[config.mk]
export PLATFORM = sky130hd
export DESIGN_NAME = sr1_shadow_pair
export DESIGN_NICKNAME = d
export VERILOG_FILES = /design/src/verilog/sr1_pkg.sv /design/src/verilog/sr1_shadow_pair.sv
export SDC_FILE = /design/constraint.sdc
export NUM_CORES = 1
export LEC_CHECK = 0
export BUFFER_PORTS_ARGS = -buffer_cell sky130_fd_sc_hd__buf_2
export CORE_UTILIZATION = 50
export CTS_CLUSTER_SIZE = 24
export DETAILED_ROUTE_END_ITERATION = 10
export PLACE_DENSITY_LB_ADDON = 0.25
export SYNTH_ARGS = -nofsm -noshare
export SYNTH_HDL_FRONTEND = slang
export SYNTH_SLANG_ARGS = --single-unit
[constraint.sdc]
create_clock -name clk -period 2.8 [get_ports clk]
set_clock_uncertainty 0.15 [all_clocks]
set_input_delay 0.14 -clock clk [delete_from_list [all_inputs] [get_ports clk]]
set_output_delay 0.14 -clock clk [all_outputs]
set_load 0.02 [all_outputs]
[src/verilog/sr1_pkg.sv]
// Package for the status register one shadow pair
package sr1_pkg;
  localparam logic [7:0] SR1_CMD_READ_STATUS_ONE = 8'h05;
  localparam logic [7:0] SR1_CMD_REGISTER_WRITE  = 8'h01;
  localparam logic [7:0] SR1_CMD_READ_ANY_REG    = 8'h65;
  localparam logic [7:0] SR1_CMD_WRITE_ANY_REG   = 8'h71;
  localparam logic [7:0] SR1_CMD_WRITE_ENABLE_NV = 8'h06;
  localparam logic [7:0] SR1_CMD_WRITE_DISABLE   = 8'h04;
  localparam logic [7:0] SR1_CMD_WRITE_ENABLE_V  = 8'h50;
  localparam logic [7:0] SR1_CMD_CLEAR_STATUS    = 8'h30;
  localparam logic [7:0] SR1_CMD_RESET_ENABLE    = 8'h66;
  localparam logic [7:0] SR1_CMD_RESET           = 8'h99;
  localparam logic [7:0] SR1_CMD_SUSPEND         = 8'h75;
  localparam logic [7:0] SR1_CMD_READ_CONFIG_ONE = 8'h35;
  localparam logic [7:0] SR1_CMD_READ_STATUS_TWO = 8'h07;
  localparam logic [7:0] SR1_CMD_READ_CONFIG_TWO = 8'h15;
  localparam logic [7:0] SR1_CMD_READ_CONFIG_THR = 8'h33;
  // Register address of status register one pair for the any-register commands
  localparam logic [23:0] SR1_ADDR_NONVOLATILE   = 24'h000000;
  localparam logic [23:0] SR1_ADDR_VOLATILE      = 24'h800000;
  // Field positions
  localparam int SR1_BIT_REG_LOCK     = 7;
  localparam int SR1_BIT_RANGE_ORIGIN = 6;
  localparam int SR1_BIT_WEL          = 1;
  localparam int SR1_BIT_BUSY         = 0;
  localparam logic [7:0] SR1_USER_MASK  = 8'hfc;
  localparam logic [7:0] SR1_SHIP_VALUE = 8'h00;
  localparam logic [2:0] SR1_BITS_CMD   = 3'h7;
  // Non-volatile erase plus program time, in clk cycles
  localparam logic [15:0] SR1_NV_BUSY_CYCLES = 16'h0100;
  localparam logic [15:0] SR1_OP_BUSY_CYCLES = 16'h0040;

  typedef enum {SR1_IDLE, SR1_CMD, SR1_ADDR, SR1_DATA, SR1_READ, SR1_WAIT} sr1_state_t;

  typedef struct packed {
    logic reg_lock;
    logic range_origin;
    logic [3:0] range_sel;
    logic write_enable_latch;
    logic busy_flag;
  } sr1_status_t;
endpackage

[src/verilog/sr1_shadow_pair.sv]
// Status register one non-volatile/volatile pair behind an SPI command port
`timescale 1ns/1ps

// Overview of operation
// - Hardware and software resets copy the non-volatile register into the volatile register; rst_n loads both with the shipped value.
// - Non-volatile write erases, reprograms, then refreshes volatile copy from it.
// - Reads of either register return the volatile copy.
// - Volatile write changes only volatile copy bits; non-volatile copy untouched.
// - Shipped non-volatile defaults are all zero.
// - Non-volatile bits 1 and 0 are read-only defaults, host cannot alter.
// - Lock bit set and protect pin low refuses the register write commands 01h and 71h.
// - Lock bit clear means no register write protection whatever the pin.
// - Bit 6 picks range origin: 1 bottom, 0 top.
// - Bits 5..2 select protected range; reset value from non-volatile copy.
// - Write enable latch gates any embedded operation start.
// - Latch set only by enable and volatile enable; cleared by disable, clear-status, resets, volatile write and operation end.
// - Busy bit shows embedded operation; non-volatile register writes set it directly, volatile writes do not.
// - Codes: read status 05h, register write 01h, read any 65h.
// - Codes: enable 06h, disable 04h, volatile enable 50h, clear 30h, write any 71h.
// - While busy, only reads, suspend, clear-status and reset pair are accepted.
// - Successful program, register write or erase clears the write enable latch.
module sr1_shadow_pair
  import sr1_pkg::*;
(
  input  wire logic       clk,
  input  wire logic       rst_n,
  input  wire logic       hw_reset_n,
  input  wire logic       sck,
  input  wire logic       cs_n,
  input  wire logic       mosi,
  input  wire logic       wp_n,
  input  wire logic       op_request,
  output logic            miso,
  output logic            miso_oe,
  output logic            op_started,
  output logic [7:0]      status_one_volatile_out,
  output logic [7:0]      status_one_nonvolatile_out
);
  // Input synchronisers: two flops for each pin
  logic [4:0] sync1, sync2;
  logic       sck_d;
  always_ff @(posedge clk) begin
    sync1 <= {hw_reset_n, sck, cs_n, mosi, wp_n};
    sync2 <= sync1;
    sck_d <= sync2[3];
  end
  logic hwr_s, sck_s, cs_s, mosi_s, wp_s;
  assign {hwr_s, sck_s, cs_s, mosi_s, wp_s} = sync2;
  logic sck_rise, sck_fall;
  assign sck_rise = sck_s & ~sck_d;
  assign sck_fall = ~sck_s & sck_d;

  sr1_status_t vol, next_vol;
  logic [7:0]  nv, next_nv, pend, next_pend;
  sr1_state_t  state, next_state;
  logic [7:0]  shreg, next_shreg, cmd, next_cmd;
  logic [2:0]  bitcnt, next_bitcnt;
  logic [1:0]  acnt, next_acnt;
  logic        asel_vol, next_asel_vol;
  logic [15:0] busy_cnt, next_busy_cnt;
  logic        nv_busy, next_nv_busy;
  logic        rst_armed, next_rst_armed;
  logic        miso_q, next_miso, miso_oe_q, next_miso_oe, op_q, next_op;

  logic locked, busy_ok;
  assign locked = vol.reg_lock & ~wp_s;
  always_comb begin
    unique case (cmd)
      SR1_CMD_READ_STATUS_ONE, SR1_CMD_READ_ANY_REG, SR1_CMD_SUSPEND,
      SR1_CMD_CLEAR_STATUS, SR1_CMD_READ_CONFIG_ONE, SR1_CMD_READ_STATUS_TWO,
      SR1_CMD_READ_CONFIG_TWO, SR1_CMD_READ_CONFIG_THR, SR1_CMD_RESET_ENABLE,
      SR1_CMD_RESET: busy_ok = 1'b1;
      default: busy_ok = ~vol.busy_flag;
    endcase
  end

  always_comb begin
    next_vol       = vol;
    next_nv        = nv;
    next_pend      = pend;
    next_state     = state;
    next_shreg     = shreg;
    next_cmd       = cmd;
    next_bitcnt    = bitcnt;
    next_acnt      = acnt;
    next_asel_vol  = asel_vol;
    next_busy_cnt  = busy_cnt;
    next_nv_busy   = nv_busy;
    next_rst_armed = rst_armed;
    next_miso      = miso_q;
    next_miso_oe   = miso_oe_q;
    next_op        = 1'b0;
    // Embedded operation timing
    if (vol.busy_flag && busy_cnt != '0) begin
      next_busy_cnt = busy_cnt - 16'h0001;
    end else if (vol.busy_flag) begin
      if (nv_busy) begin
        next_nv = pend;
        next_vol = sr1_status_t'({pend[7:2], 2'b00});
        next_nv_busy = 1'b0;
      end
      next_vol.busy_flag = 1'b0;
      next_vol.write_enable_latch = 1'b0;
    end
    // Embedded operation start, gated by the latch
    if (op_request && vol.write_enable_latch && !vol.busy_flag) begin
      next_vol.busy_flag = 1'b1;
      next_busy_cnt = SR1_OP_BUSY_CYCLES;
      next_op = 1'b1;
    end
    if (cs_s) begin
      next_state   = SR1_CMD;
      next_bitcnt  = '0;
      next_miso_oe = 1'b0;
    end else if (sck_rise) begin
      next_shreg = {shreg[6:0], mosi_s};
      next_bitcnt = bitcnt + 3'h1;
      if (bitcnt == SR1_BITS_CMD) begin
        unique case (state)
          SR1_CMD: begin
            next_cmd = {shreg[6:0], mosi_s};
            next_state = SR1_WAIT;
            unique case ({shreg[6:0], mosi_s})
              SR1_CMD_READ_STATUS_ONE: next_state = SR1_READ;
              SR1_CMD_REGISTER_WRITE:  next_state = SR1_DATA;
              SR1_CMD_READ_ANY_REG, SR1_CMD_WRITE_ANY_REG: begin
                next_state = SR1_ADDR;
                next_acnt  = '0;
              end
              default: next_state = SR1_WAIT;
            endcase
          end
          SR1_ADDR: begin
            if (acnt == 2'h0) begin
              next_asel_vol = shreg[6] == SR1_ADDR_VOLATILE[23];
            end
            next_acnt = acnt + 2'h1;
            if (acnt == 2'h2) begin
              next_state = (cmd == SR1_CMD_READ_ANY_REG) ? SR1_READ : SR1_DATA;
            end
          end
          SR1_DATA: begin
            next_state = SR1_WAIT;
            next_pend = {shreg[6:0], mosi_s};
          end
          default: next_state = state;
        endcase
      end
    end else if (sck_fall && state == SR1_READ) begin
      next_miso = vol[SR1_BIT_REG_LOCK - 32'(bitcnt)];
      next_miso_oe = 1'b1;
    end
    // Command executes when the frame ends
    if (cs_s && state == SR1_WAIT && bitcnt == '0 && busy_ok) begin
      next_state = SR1_IDLE;
      unique case (cmd)
        SR1_CMD_WRITE_ENABLE_NV, SR1_CMD_WRITE_ENABLE_V:
          next_vol.write_enable_latch = 1'b1;
        SR1_CMD_WRITE_DISABLE, SR1_CMD_CLEAR_STATUS: begin
          next_vol.write_enable_latch = 1'b0;
          // Busy of a pending non-volatile update is kept
          if (cmd == SR1_CMD_CLEAR_STATUS && !nv_busy) begin
            next_vol.busy_flag = 1'b0;
          end
        end
        SR1_CMD_RESET_ENABLE: next_rst_armed = 1'b1;
        SR1_CMD_RESET: begin
          if (rst_armed) begin
            next_vol     = sr1_status_t'(nv);
            next_nv_busy = 1'b0;
          end
        end
        SR1_CMD_REGISTER_WRITE, SR1_CMD_WRITE_ANY_REG: begin
          if (vol.write_enable_latch && !locked) begin
            if (cmd == SR1_CMD_WRITE_ANY_REG && asel_vol) begin
              next_vol = sr1_status_t'((vol & ~SR1_USER_MASK)
                                       | (pend & SR1_USER_MASK));
              next_vol.write_enable_latch = 1'b0;
            end else begin
              next_pend = (pend & SR1_USER_MASK) | (nv & ~SR1_USER_MASK);
              next_nv_busy = 1'b1;
              next_vol.busy_flag = 1'b1;
              next_busy_cnt = SR1_NV_BUSY_CYCLES;
            end
          end
        end
        default: next_vol = next_vol;
      endcase
      if (cmd != SR1_CMD_RESET_ENABLE) next_rst_armed = 1'b0;
    end else if (cs_s && state != SR1_CMD) begin
      next_state = SR1_CMD;
    end
    if (!hwr_s) begin
      next_vol = sr1_status_t'(nv);
      next_nv_busy = 1'b0;
    end
  end

  always_ff @(posedge clk) begin
    if (!rst_n) begin
      nv        <= SR1_SHIP_VALUE;
      vol       <= sr1_status_t'(SR1_SHIP_VALUE);
      pend      <= SR1_SHIP_VALUE;
      state     <= SR1_IDLE;
      shreg     <= '0;
      cmd       <= '0;
      bitcnt    <= '0;
      acnt      <= '0;
      asel_vol  <= 1'b0;
      busy_cnt  <= '0;
      nv_busy   <= 1'b0;
      rst_armed <= 1'b0;
      miso_q    <= 1'b0;
      miso_oe_q <= 1'b0;
      op_q      <= 1'b0;
      status_one_volatile_out    <= '0;
      status_one_nonvolatile_out <= '0;
    end else begin
      nv        <= next_nv;
      vol       <= next_vol;
      pend      <= next_pend;
      state     <= next_state;
      shreg     <= next_shreg;
      cmd       <= next_cmd;
      bitcnt    <= next_bitcnt;
      acnt      <= next_acnt;
      asel_vol  <= next_asel_vol;
      busy_cnt  <= next_busy_cnt;
      nv_busy   <= next_nv_busy;
      rst_armed <= next_rst_armed;
      miso_q    <= next_miso;
      miso_oe_q <= next_miso_oe;
      op_q      <= next_op;
      status_one_volatile_out    <= next_vol;
      status_one_nonvolatile_out <= next_nv;
    end
  end
  assign miso    = miso_q;
  assign miso_oe = miso_oe_q;
  assign op_started = op_q;

  // Checks
  nv_ro_bits_a: assert property (@(posedge clk) disable iff (!rst_n)
    nv[1:0] == 2'b00) else $error("nv default bits altered");
  lock_refuse_a: assert property (@(posedge clk) disable iff (!rst_n)
    (locked && $past(locked) && !nv_busy && !$past(nv_busy) && hwr_s && $past(hwr_s))
    |-> nv == $past(nv)) else $error("locked nv changed");
  op_gate_a: assert property (@(posedge clk) disable iff (!rst_n)
    op_q |-> $past(vol.write_enable_latch)) else $error("op without latch");
  nv_busy_a: assert property (@(posedge clk) disable iff (!rst_n)
    nv_busy |-> vol.busy_flag) else $error("nv update not busy");
  nv_done_a: assert property (@(posedge clk) disable iff (!rst_n)
    ($fell(nv_busy) && hwr_s) |-> vol[7:2] == nv[7:2]) else $error("no refresh");
  wel_clear_a: assert property (@(posedge clk) disable iff (!rst_n)
    ($fell(vol.busy_flag) && hwr_s && !cs_s) |-> !vol.write_enable_latch)
    else $error("latch kept");
  hw_reset_a: assert property (@(posedge clk) disable iff (!rst_n)
    !hwr_s |=> vol[7:2] == $past(nv[7:2])) else $error("no reset copy");
  miso_src_a: assert property (@(posedge clk) disable iff (!rst_n)
    $rose(miso_oe_q) |-> miso_q == $past(vol.reg_lock)) else $error("bad read bit");
  wel_change_a: assert property (@(posedge clk) disable iff (!rst_n)
    $rose(vol.write_enable_latch)
    |-> ($past(cmd) == SR1_CMD_WRITE_ENABLE_NV || $past(cmd) == SR1_CMD_WRITE_ENABLE_V))
    else $error("latch set by other command");
  busy_rise_a: assert property (@(posedge clk) disable iff (!rst_n)
    $rose(vol.busy_flag)
    |-> (op_q || nv_busy))
    else $error("busy set without operation");
  vol_write_a: assert property (@(posedge clk) disable iff (!rst_n)
    (cs_s && state == SR1_WAIT && cmd == SR1_CMD_WRITE_ANY_REG && asel_vol && !nv_busy)
    |=> nv == $past(nv))
    else $error("volatile write changed nv");
  busy_refuse_a: assert property (@(posedge clk) disable iff (!rst_n)
    (vol.busy_flag && busy_cnt != '0 && cs_s && state == SR1_WAIT && cmd == SR1_CMD_WRITE_DISABLE)
    |=> vol.write_enable_latch == $past(vol.write_enable_latch))
    else $error("command taken while busy");
  soft_reset_a: assert property (@(posedge clk) disable iff (!rst_n)
    (cs_s && state == SR1_WAIT && bitcnt == '0 && busy_ok && cmd == SR1_CMD_RESET && rst_armed)
    |=> vol == $past(nv))
    else $error("soft reset copy missing");
  ship_reset_a: assert property (@(posedge clk)
    !rst_n
    |=> nv == SR1_SHIP_VALUE)
    else $error("nv not shipped value");
  out_mirror_a: assert property (@(posedge clk) disable iff (!rst_n)
    status_one_volatile_out == vol
    && status_one_nonvolatile_out == nv)
    else $error("register outputs differ");
  nv_write_gate_a: assert property (@(posedge clk) disable iff (!rst_n)
    $rose(nv_busy)
    |-> $past(!locked && vol.write_enable_latch))
    else $error("nv write not gated");
  cov_nv_c: cover property (@(posedge clk) $fell(nv_busy));
  cov_lock_c: cover property (@(posedge clk)
    locked && cs_s && state == SR1_WAIT && cmd == SR1_CMD_WRITE_ANY_REG);
  cov_soft_rst_c: cover property (@(posedge clk)
    cs_s && state == SR1_WAIT && cmd == SR1_CMD_RESET && rst_armed);
  cov_op_c: cover property (@(posedge clk) op_q);
  cov_read_c: cover property (@(posedge clk) $rose(miso_oe_q));
endmodule // sr1_shadow_pair

==> results by group, run 1 <==
Worst setup path
  – Largest fanout on the critical path: 12
  – CP Data Arrival Time: 2.56 ns
  – Crit path launch: bitcnt[0]$_SDFFE_PP0P_
  – Crit Path Category: reg -> reg
  – Worst r2r src: bitcnt[0]$_SDFFE_PP0P_
  – CP startpoint kind: flip-flop
  – Reg2reg setup slack: 0.37 ns
  – Worst R2R Path Depth: 8
  – Max stage delay on crit path: 0.45 ns
  – CP required: 2.92 ns
  – RR Endpoint: status_one_volatile_out[0]$_SDFF_PN0_
  – Crit-path cells: inv_1 > ha_1 > and4b_1 > nand3_1 > o32ai_4 > or2_4 > a41oi_1 > a31oi_1
  – CP Capture Type: flip-flop
  – Slowest CP cell: o32ai_4
  – CP endpoint: status_one_volatile_out[0]$_SDFF_PN0_

Die
  – I/O pin total: 27
  – Die H: 90.5 µm
  – Die X-Extent: 90.5 µm
  – Starting Density: 52.8%
  – Row cnt: 31
  – Core region area: 7410 µm²
  – Die Area: 8180 µm²

Power and ir drop
  – Leakage: 1.64 nW
  – Combinational share of power: 27.1%
  – Worst VDD drop: 0.408 mV
  – P_sw: 1.04 mW
  – Reg power frac: 43.8%
  – Clk pwr share: 29.0%
  – Power Internal: 2.13 mW
  – Switch share: 32.8%
  – P per Cell Area: 725 nW/µm²

Logic synthesis
  – Cell variety after synth: 69
  – Async S/R FF share, synth: 0%
  – Yosys warns: 0
  – Prevailing post-synth register cell: dfxtp_1
  – Synthesized net count: 457
  – Synth Instances: 442
  – Post-synthesis cell area: 3910 µm²
  – Sequential area share after synthesis: 40.9%
  – EDFF count, synth: 0
  – Syn avg cell area: 8.85 µm²
  – Synth Register Bits: 80

STA
  – Final worst slack: 0.369 ns
  – Setup-failing EPs final: 0
  – Max Clk Rate: 411 MHz
  – Final Hold Fails: 0
  – Max-slew headroom at the worst pin: 59.2%
  – Unrepaired setup endpoints after global routing: false
  – Worst-Margin Slew: 0.612 ns
  – Crit share post-route: 86.8%
  – Slew Limit Fails: 0
  – TNS Setup: 0 ns
  – Final Critical Period: 2.43 ns

Detailed routing
  – Avg WL per Cell: 15.9 µm
  – Pre-antenna DRT Iters: 4
  – WL final: 9140 µm
  – DRC violations left: 0
  – Routed vias/inst: 5.73
  – Drt initial violations: 175
  – DRT antenna net count: 0
  – Via count: 3295

Global routing
  – Vias in the first global route: 3155
  – Pin count of the biggest net entering global routing: 40
  – Overflow after GRT: 0
  – Wire length of the first global-routing pass: 15500 µm
  – GRT Total Usage: 23.9%
  – Antenna violations before repair: 0

Cells and area
  – Layout cells sized above 1: 15.5%
  – Area occupied by multi-input gates: 2160 µm²
  – Fillers: 651
  – Antenna cells: 0
  – P&R area growth vs syn: 11.8%
  – Register Area: 1600 µm²
  – Nets@finish: 486

CTS
  – Clk_lat worst skew: 0.35 ns
  – CTS root buffer: clkbuf_8
  – Reg clk slew, reported paths: 0.08 ns
  – Max clock buf depth: 2
  – Post-cts sizing count: 0
  – CTS tree: built
  – Htree depth: 3
  – CTS Sinks: 80
  – Num CTS Buffers: 9

Hold path
  – Worst min path class: in -> reg

Run
  – Maxcap violations: 0

Outcome
  – Status: finished clean

Placed design
  – Pre-CTS WS: 0.410 ns
  – RePlAce Congestion: 0.857
  – Detailed placer's ending HPWL: 6380 µm
  – # port buffers: 26
## how the worst min path moves through the flow
stage	startpoint	to	slack [ns]	cells after the start
after global routing	rst_n	busy_cnt[6]$_SDFF_PN0_	0.06	2
after detailed placement	mosi	sync1[1]$_DFF_P_	0.09	1
after global placement	wp_n	sync1[0]$_DFF_P_	0.09	1
after CTS	rst_n	nv_busy$_SDFF_PN0_	0.03	3
final	rst_n	nv_busy$_SDFF_PN0_	0.05	3
after floorplan	wp_n	sync1[0]$_DFF_P_	0.02	0
## layout make-up
class / count / share of cell area, %
Clock inverter: 5 / 1.86
Timing Repair Buffer: 37 / 5.15
Multi-Input combinational cell: 330 / 49.4
Clock buffer: 11 / 3.00
Sequential cell: 80 / 36.6
Inverter: 13 / 1.12
Tap cell: 99 / 2.83
## worst max-delay path, delay by kind of cell (launching register included)
family                   cells  cell delay, ns
AND/OR/NAND/NOR              3            0.73
flip-flops                   1            0.40
buffers and inverters        1            0.13
adder cells (fa/ha/maj)      1            0.16
AO/OA/AOI/OAI                3            0.79
## registers in the layout (all words and copies together) (netlist names)
| name | cells |
|---|---|
| miso | 1 |
| asel_vol | 1 |
| vol | 3 |
| rst_armed | 1 |
| cmd | 8 |
| sck_d | 1 |
| bitcnt | 3 |
| status_one_volatile_out | 5 |
| sync1 | 5 |
| nv | 8 |
| acnt | 2 |
| busy_cnt | 16 |
| op_started | 1 |
| nv_busy | 1 |
| pend | 8 |
| state | 3 |
| sync2 | 5 |
| shreg | 7 |
| miso_oe | 1 |
## layout by cell type, fill, tap and decap left out, types with 8 or more instances in the layout
cell      instances
dfxtp_1          80
nor2_1           56
nand2_1          53
a21oi_1          27
buf_2            26
o21ai_0          21
mux2i_1          20
inv_1            13
xor2_1           10
a31oi_1          10
clkbuf_8          9
nand2b_1          8
nand3_1           8
## timing repair
| item | 4_1_cts | 5_1_grt |
|---|---|---|
| endpoints found under the hold margin | 5 | 0 |
| hold buffers | 5 | 0 |
| setup buffers | 0 | 0 |
## logic make-up (layout without fill, tap and decap cells)
logic type      after synthesis  after routing  share of synthesized area, %
flops                        80             80                          40.9
fa+ha+maj                     7              7                          2.24
simple gates                187            187                          25.0
buf+inv                      32             66                          3.81
compound gates               97             97                          17.9
xor+xnor                     16             16                          3.58
mux                          23             23                          6.56
## power by group through the flow
stage	clock network (mW)	registers, mW	logic, mW
2_1_floorplan	0	1.39	0.739
6_report	0.920	1.39	0.861
5_1_grt	0.982	1.40	1.00
3_5_place_dp	0	1.41	0.845
3_3_place_gp	0	1.41	0.828
4_1_cts	0.933	1.39	0.858
## metrics by stage
step           hold WS, ns  util, %  cell area [µm²]  power [mW]  cells
2_1_floorplan       0.0177        -             3910        2.13    442
3_3_place_gp        0.0917     55.5             4110        2.24    554
3_5_place_dp        0.0936     55.5             4110        2.26    554
4_1_cts             0.0310     59.0             4370        3.18    575
5_1_grt             0.0574     59.0             4370        3.39    575
6_report            0.0499     59.0             4370        3.17    575
## per-layer routing
| layer | GRT usage [%] | vias to the layer above | wire (µm) |
|---|---|---|---|
| met5 | 0 | - | 0 |
| met4 | 7.53 | 0 | 167 |
| met3 | 5.30 | 14 | 402 |
| met2 | 39.1 | 69 | 4210 |
| met1 | 31.3 | 1574 | 4360 |
| li1 | - | 1638 | - |
## cell usage after synthesis, drive strengths merged (3+ instances only)
| cell type | n | area (µm²) |
|---|---|---|
| a31oi | 10 | 62.6 |
| a21oi | 27 | 135 |
| mux2i | 20 | 200 |
| buf | 9 | 62.6 |
| a211oi | 5 | 37.5 |
| a22o | 6 | 52.6 |
| nor4 | 9 | 77.6 |
| dfxtp | 80 | 1600 |
| nor3 | 8 | 51.3 |
| ha | 7 | 87.6 |
| or4 | 3 | 22.5 |
| clkbuf | 10 | 37.5 |
| xnor2 | 6 | 52.6 |
| nand3 | 9 | 57.6 |
| a21bo | 6 | 60.1 |
| nand4 | 6 | 37.5 |
| and3b | 3 | 26.3 |
| or3 | 5 | 37.5 |
| nand2 | 53 | 199 |
| nand2b | 8 | 50.1 |
| and3 | 6 | 37.5 |
| inv | 13 | 48.8 |
| nor2 | 58 | 223 |
| or2 | 3 | 21.3 |
| and2 | 3 | 18.8 |
| xor2 | 10 | 87.6 |
| o21ai | 22 | 121 |
(Power assumes the default switching activity.)
==> inputs of run 2 (changes only) <==
--- a/config.mk
+++ b/config.mk
@@ -6,7 +6,8 @@
 export NUM_CORES = 1
 export LEC_CHECK = 0
 export BUFFER_PORTS_ARGS = -buffer_cell sky130_fd_sc_hd__buf_2
-export CORE_UTILIZATION = 50
+export CORE_MARGIN = 8
+export CORE_UTILIZATION = 55
 export CTS_CLUSTER_SIZE = 24
 export DETAILED_ROUTE_END_ITERATION = 10
 export PLACE_DENSITY_LB_ADDON = 0.25
==> run 2 against run 1 <==
Global-route usage is 4.4 points lower. Routed wire length is 3.0% higher. Clock power is 11% lower.
==> results by group, run 2 (same netlist as run 1, synthesis figures left out) <==
Global routing
  – Vias in the first global route: 3342
  – Overflow after GRT: 0
  – Met1 GRT Util: 23.6%
  – Met3 GRT Util: 4.98%
  – Wire length of the first global-routing pass: 15800 µm
  – Most used routing layer in global routing: met2
  – Pin count of the biggest net entering global routing: 40
  – GRT Total Usage: 19.5%
  – Antenna violations before repair: 0
  – Met2 Track Usage GR: 31.8%

Cells and area
  – P&R area growth vs syn: 11.0%
  – Layout cells sized above 1: 16.0%
  – Register Area: 1600 µm²
  – Area occupied by multi-input gates: 2160 µm²
  – Most common cell after layout, fill and taps aside: dfxtp_1
  – Top reg by flops: busy_cnt
  – Fillers: 589
  – Final Util: 63.6%
  – Commonest non-fill, non-tap cells in the layout: dfxtp_1 (80), nor2_1 (56), nand2_1 (53), a21oi_1 (27), buf_2 (26)
  – Antenna cells: 0
  – Max reg flops: 16
  – Nets@finish: 486

Worst setup path
  – CP required: 2.94 ns
  – Crit Path Category: reg -> reg
  – Reg2reg setup slack: 0.39 ns
  – Crit path launch: bitcnt[0]$_SDFFE_PP0P_
  – RR Endpoint: status_one_volatile_out[0]$_SDFF_PN0_
  – CP Capture Type: flip-flop
  – Worst r2r src: bitcnt[0]$_SDFFE_PP0P_
  – CP startpoint kind: flip-flop
  – Worst R2R Path Depth: 8
  – Largest fanout on the critical path: 12
  – CP Data Arrival Time: 2.54 ns

STA
  – Max-slew headroom at the worst pin: 58.9%
  – Slew Limit Fails: 0
  – TNS Setup: 0 ns
  – Worst hold slack: 0.0344 ns
  – Final Critical Period: 2.41 ns
  – Worst-Margin Slew: 0.616 ns
  – Final Hold Fails: 0
  – Unrepaired setup endpoints after global routing: false
  – Crit share post-route: 86.0%
  – Setup-failing EPs final: 0
  – Max Clk Rate: 415 MHz

Detailed routing
  – Routed vias/inst: 5.93
  – DRT antenna net count: 0
  – Avg WL per Cell: 16.5 µm
  – Via count: 3394
  – Pre-antenna DRT Iters: 5
  – DRC violations left: 0
  – WL final: 9410 µm
  – Drt initial violations: 321

Die
  – I/O pin total: 27
  – Die Area: 10100 µm²
  – Starting Density: 57.3%
  – Die X-Extent: 100 µm
  – Core region area: 6830 µm²
  – Die H: 100 µm
  – Row cnt: 30

CTS
  – Post-cts sizing count: 0
  – Htree depth: 3
  – Num CTS Buffers: 9
  – Clk_lat worst skew: 0.36 ns
  – CTS Hold Bufs: 5
  – Reg clk slew, reported paths: 0.09 ns
  – Max clock buf depth: 2
  – Post-CTS setup buffers: 0
  – CTS tree: built
  – CTS root buffer: clkbuf_8
  – CTS Sinks: 80

Hold path
  – Worst min path class: in -> reg
  – Hold_sp: rst_n
  – Worst Hold Path Cells: 3
  – Worst Hold Path EP: nv_busy$_SDFF_PN0_

Power and ir drop
  – Leakage: 1.63 nW
  – Switch share: 36.1%
  – Combinational share of power: 28.2%
  – Reg power frac: 45.2%
  – Power Internal: 1.97 mW
  – Worst VDD drop: 0.520 mV
  – P_sw: 1.11 mW
  – Clk pwr share: 26.6%
  – P per Cell Area: 709 nW/µm²

Placed design
  – Detailed placer's ending HPWL: 6640 µm
  – # port buffers: 26
  – RePlAce Congestion: 0.896

Outcome
  – Status: finished clean

Run
  – Maxcap violations: 0
==> run 2: power by group through the flow <==
stage / Clock (mW) / Combinational (mW) / Sequential (mW)
floorplan: 0 / 0.739 / 1.39
global placement: 0 / 0.814 / 1.41
detailed placement: 0 / 0.843 / 1.42
CTS: 0.834 / 0.851 / 1.39
global route: 0.879 / 0.979 / 1.41
finish: 0.819 / 0.867 / 1.39
==> run 2: worst max path at each step <==
stage | end | slack (ns)
6_report | status_one_volatile_out[0]$_SDFF_PN0_ | 0.39
5_1_grt | status_one_volatile_out[0]$_SDFF_PN0_ | 0.25
4_1_cts | status_one_volatile_out[0]$_SDFF_PN0_ | 0.39
3_5_place_dp | status_one_volatile_out[0]$_SDFF_PN0_ | 0.42
3_3_place_gp | status_one_volatile_out[0]$_SDFF_PN0_ | 0.50
2_1_floorplan | busy_cnt[10]$_SDFF_PN0_ | 0.68
==> run 2: routing by layer <==
layer | share of wire [%] | vias to the layer above
met1 | 44 | 1621
met2 | 48 | 119
li1 | - | 1630
met3 | 5.5 | 24
met4 | 2.8 | 0
met5 | 0 | -
==> run 2: area by class of cell <==
type                    count  share of cell area [%]
clock buffers               9                    2.85
clock inverters             7                    1.41
inverters                  13                    1.12
multi-input cells         330                    49.8
flip-flops and latches     80                    36.9
well taps                  96                    2.77
repair buffers             37                    5.19
==> run 2: worst max-delay path, stage by stage, from the launching register on <==
cell	delay, ns
dfxtp_1	0.40
inv_1	0.13
ha_1	0.16
and4b_1	0.27
nand3_1	0.15
o32ai_4	0.45
or2_4	0.30
a41oi_1	0.14
a31oi_1	0.19
==> run 2: through the flow <==
step	setup WS (ns)	area, µm²	instances	total power, mW
finish	0.392	4340	572	3.08
global placement	0.501	4110	551	2.22
floorplan	0.680	3910	442	2.13
CTS	0.388	4340	572	3.08
global route	0.252	4340	572	3.27
detailed placement	0.424	4110	551	2.26
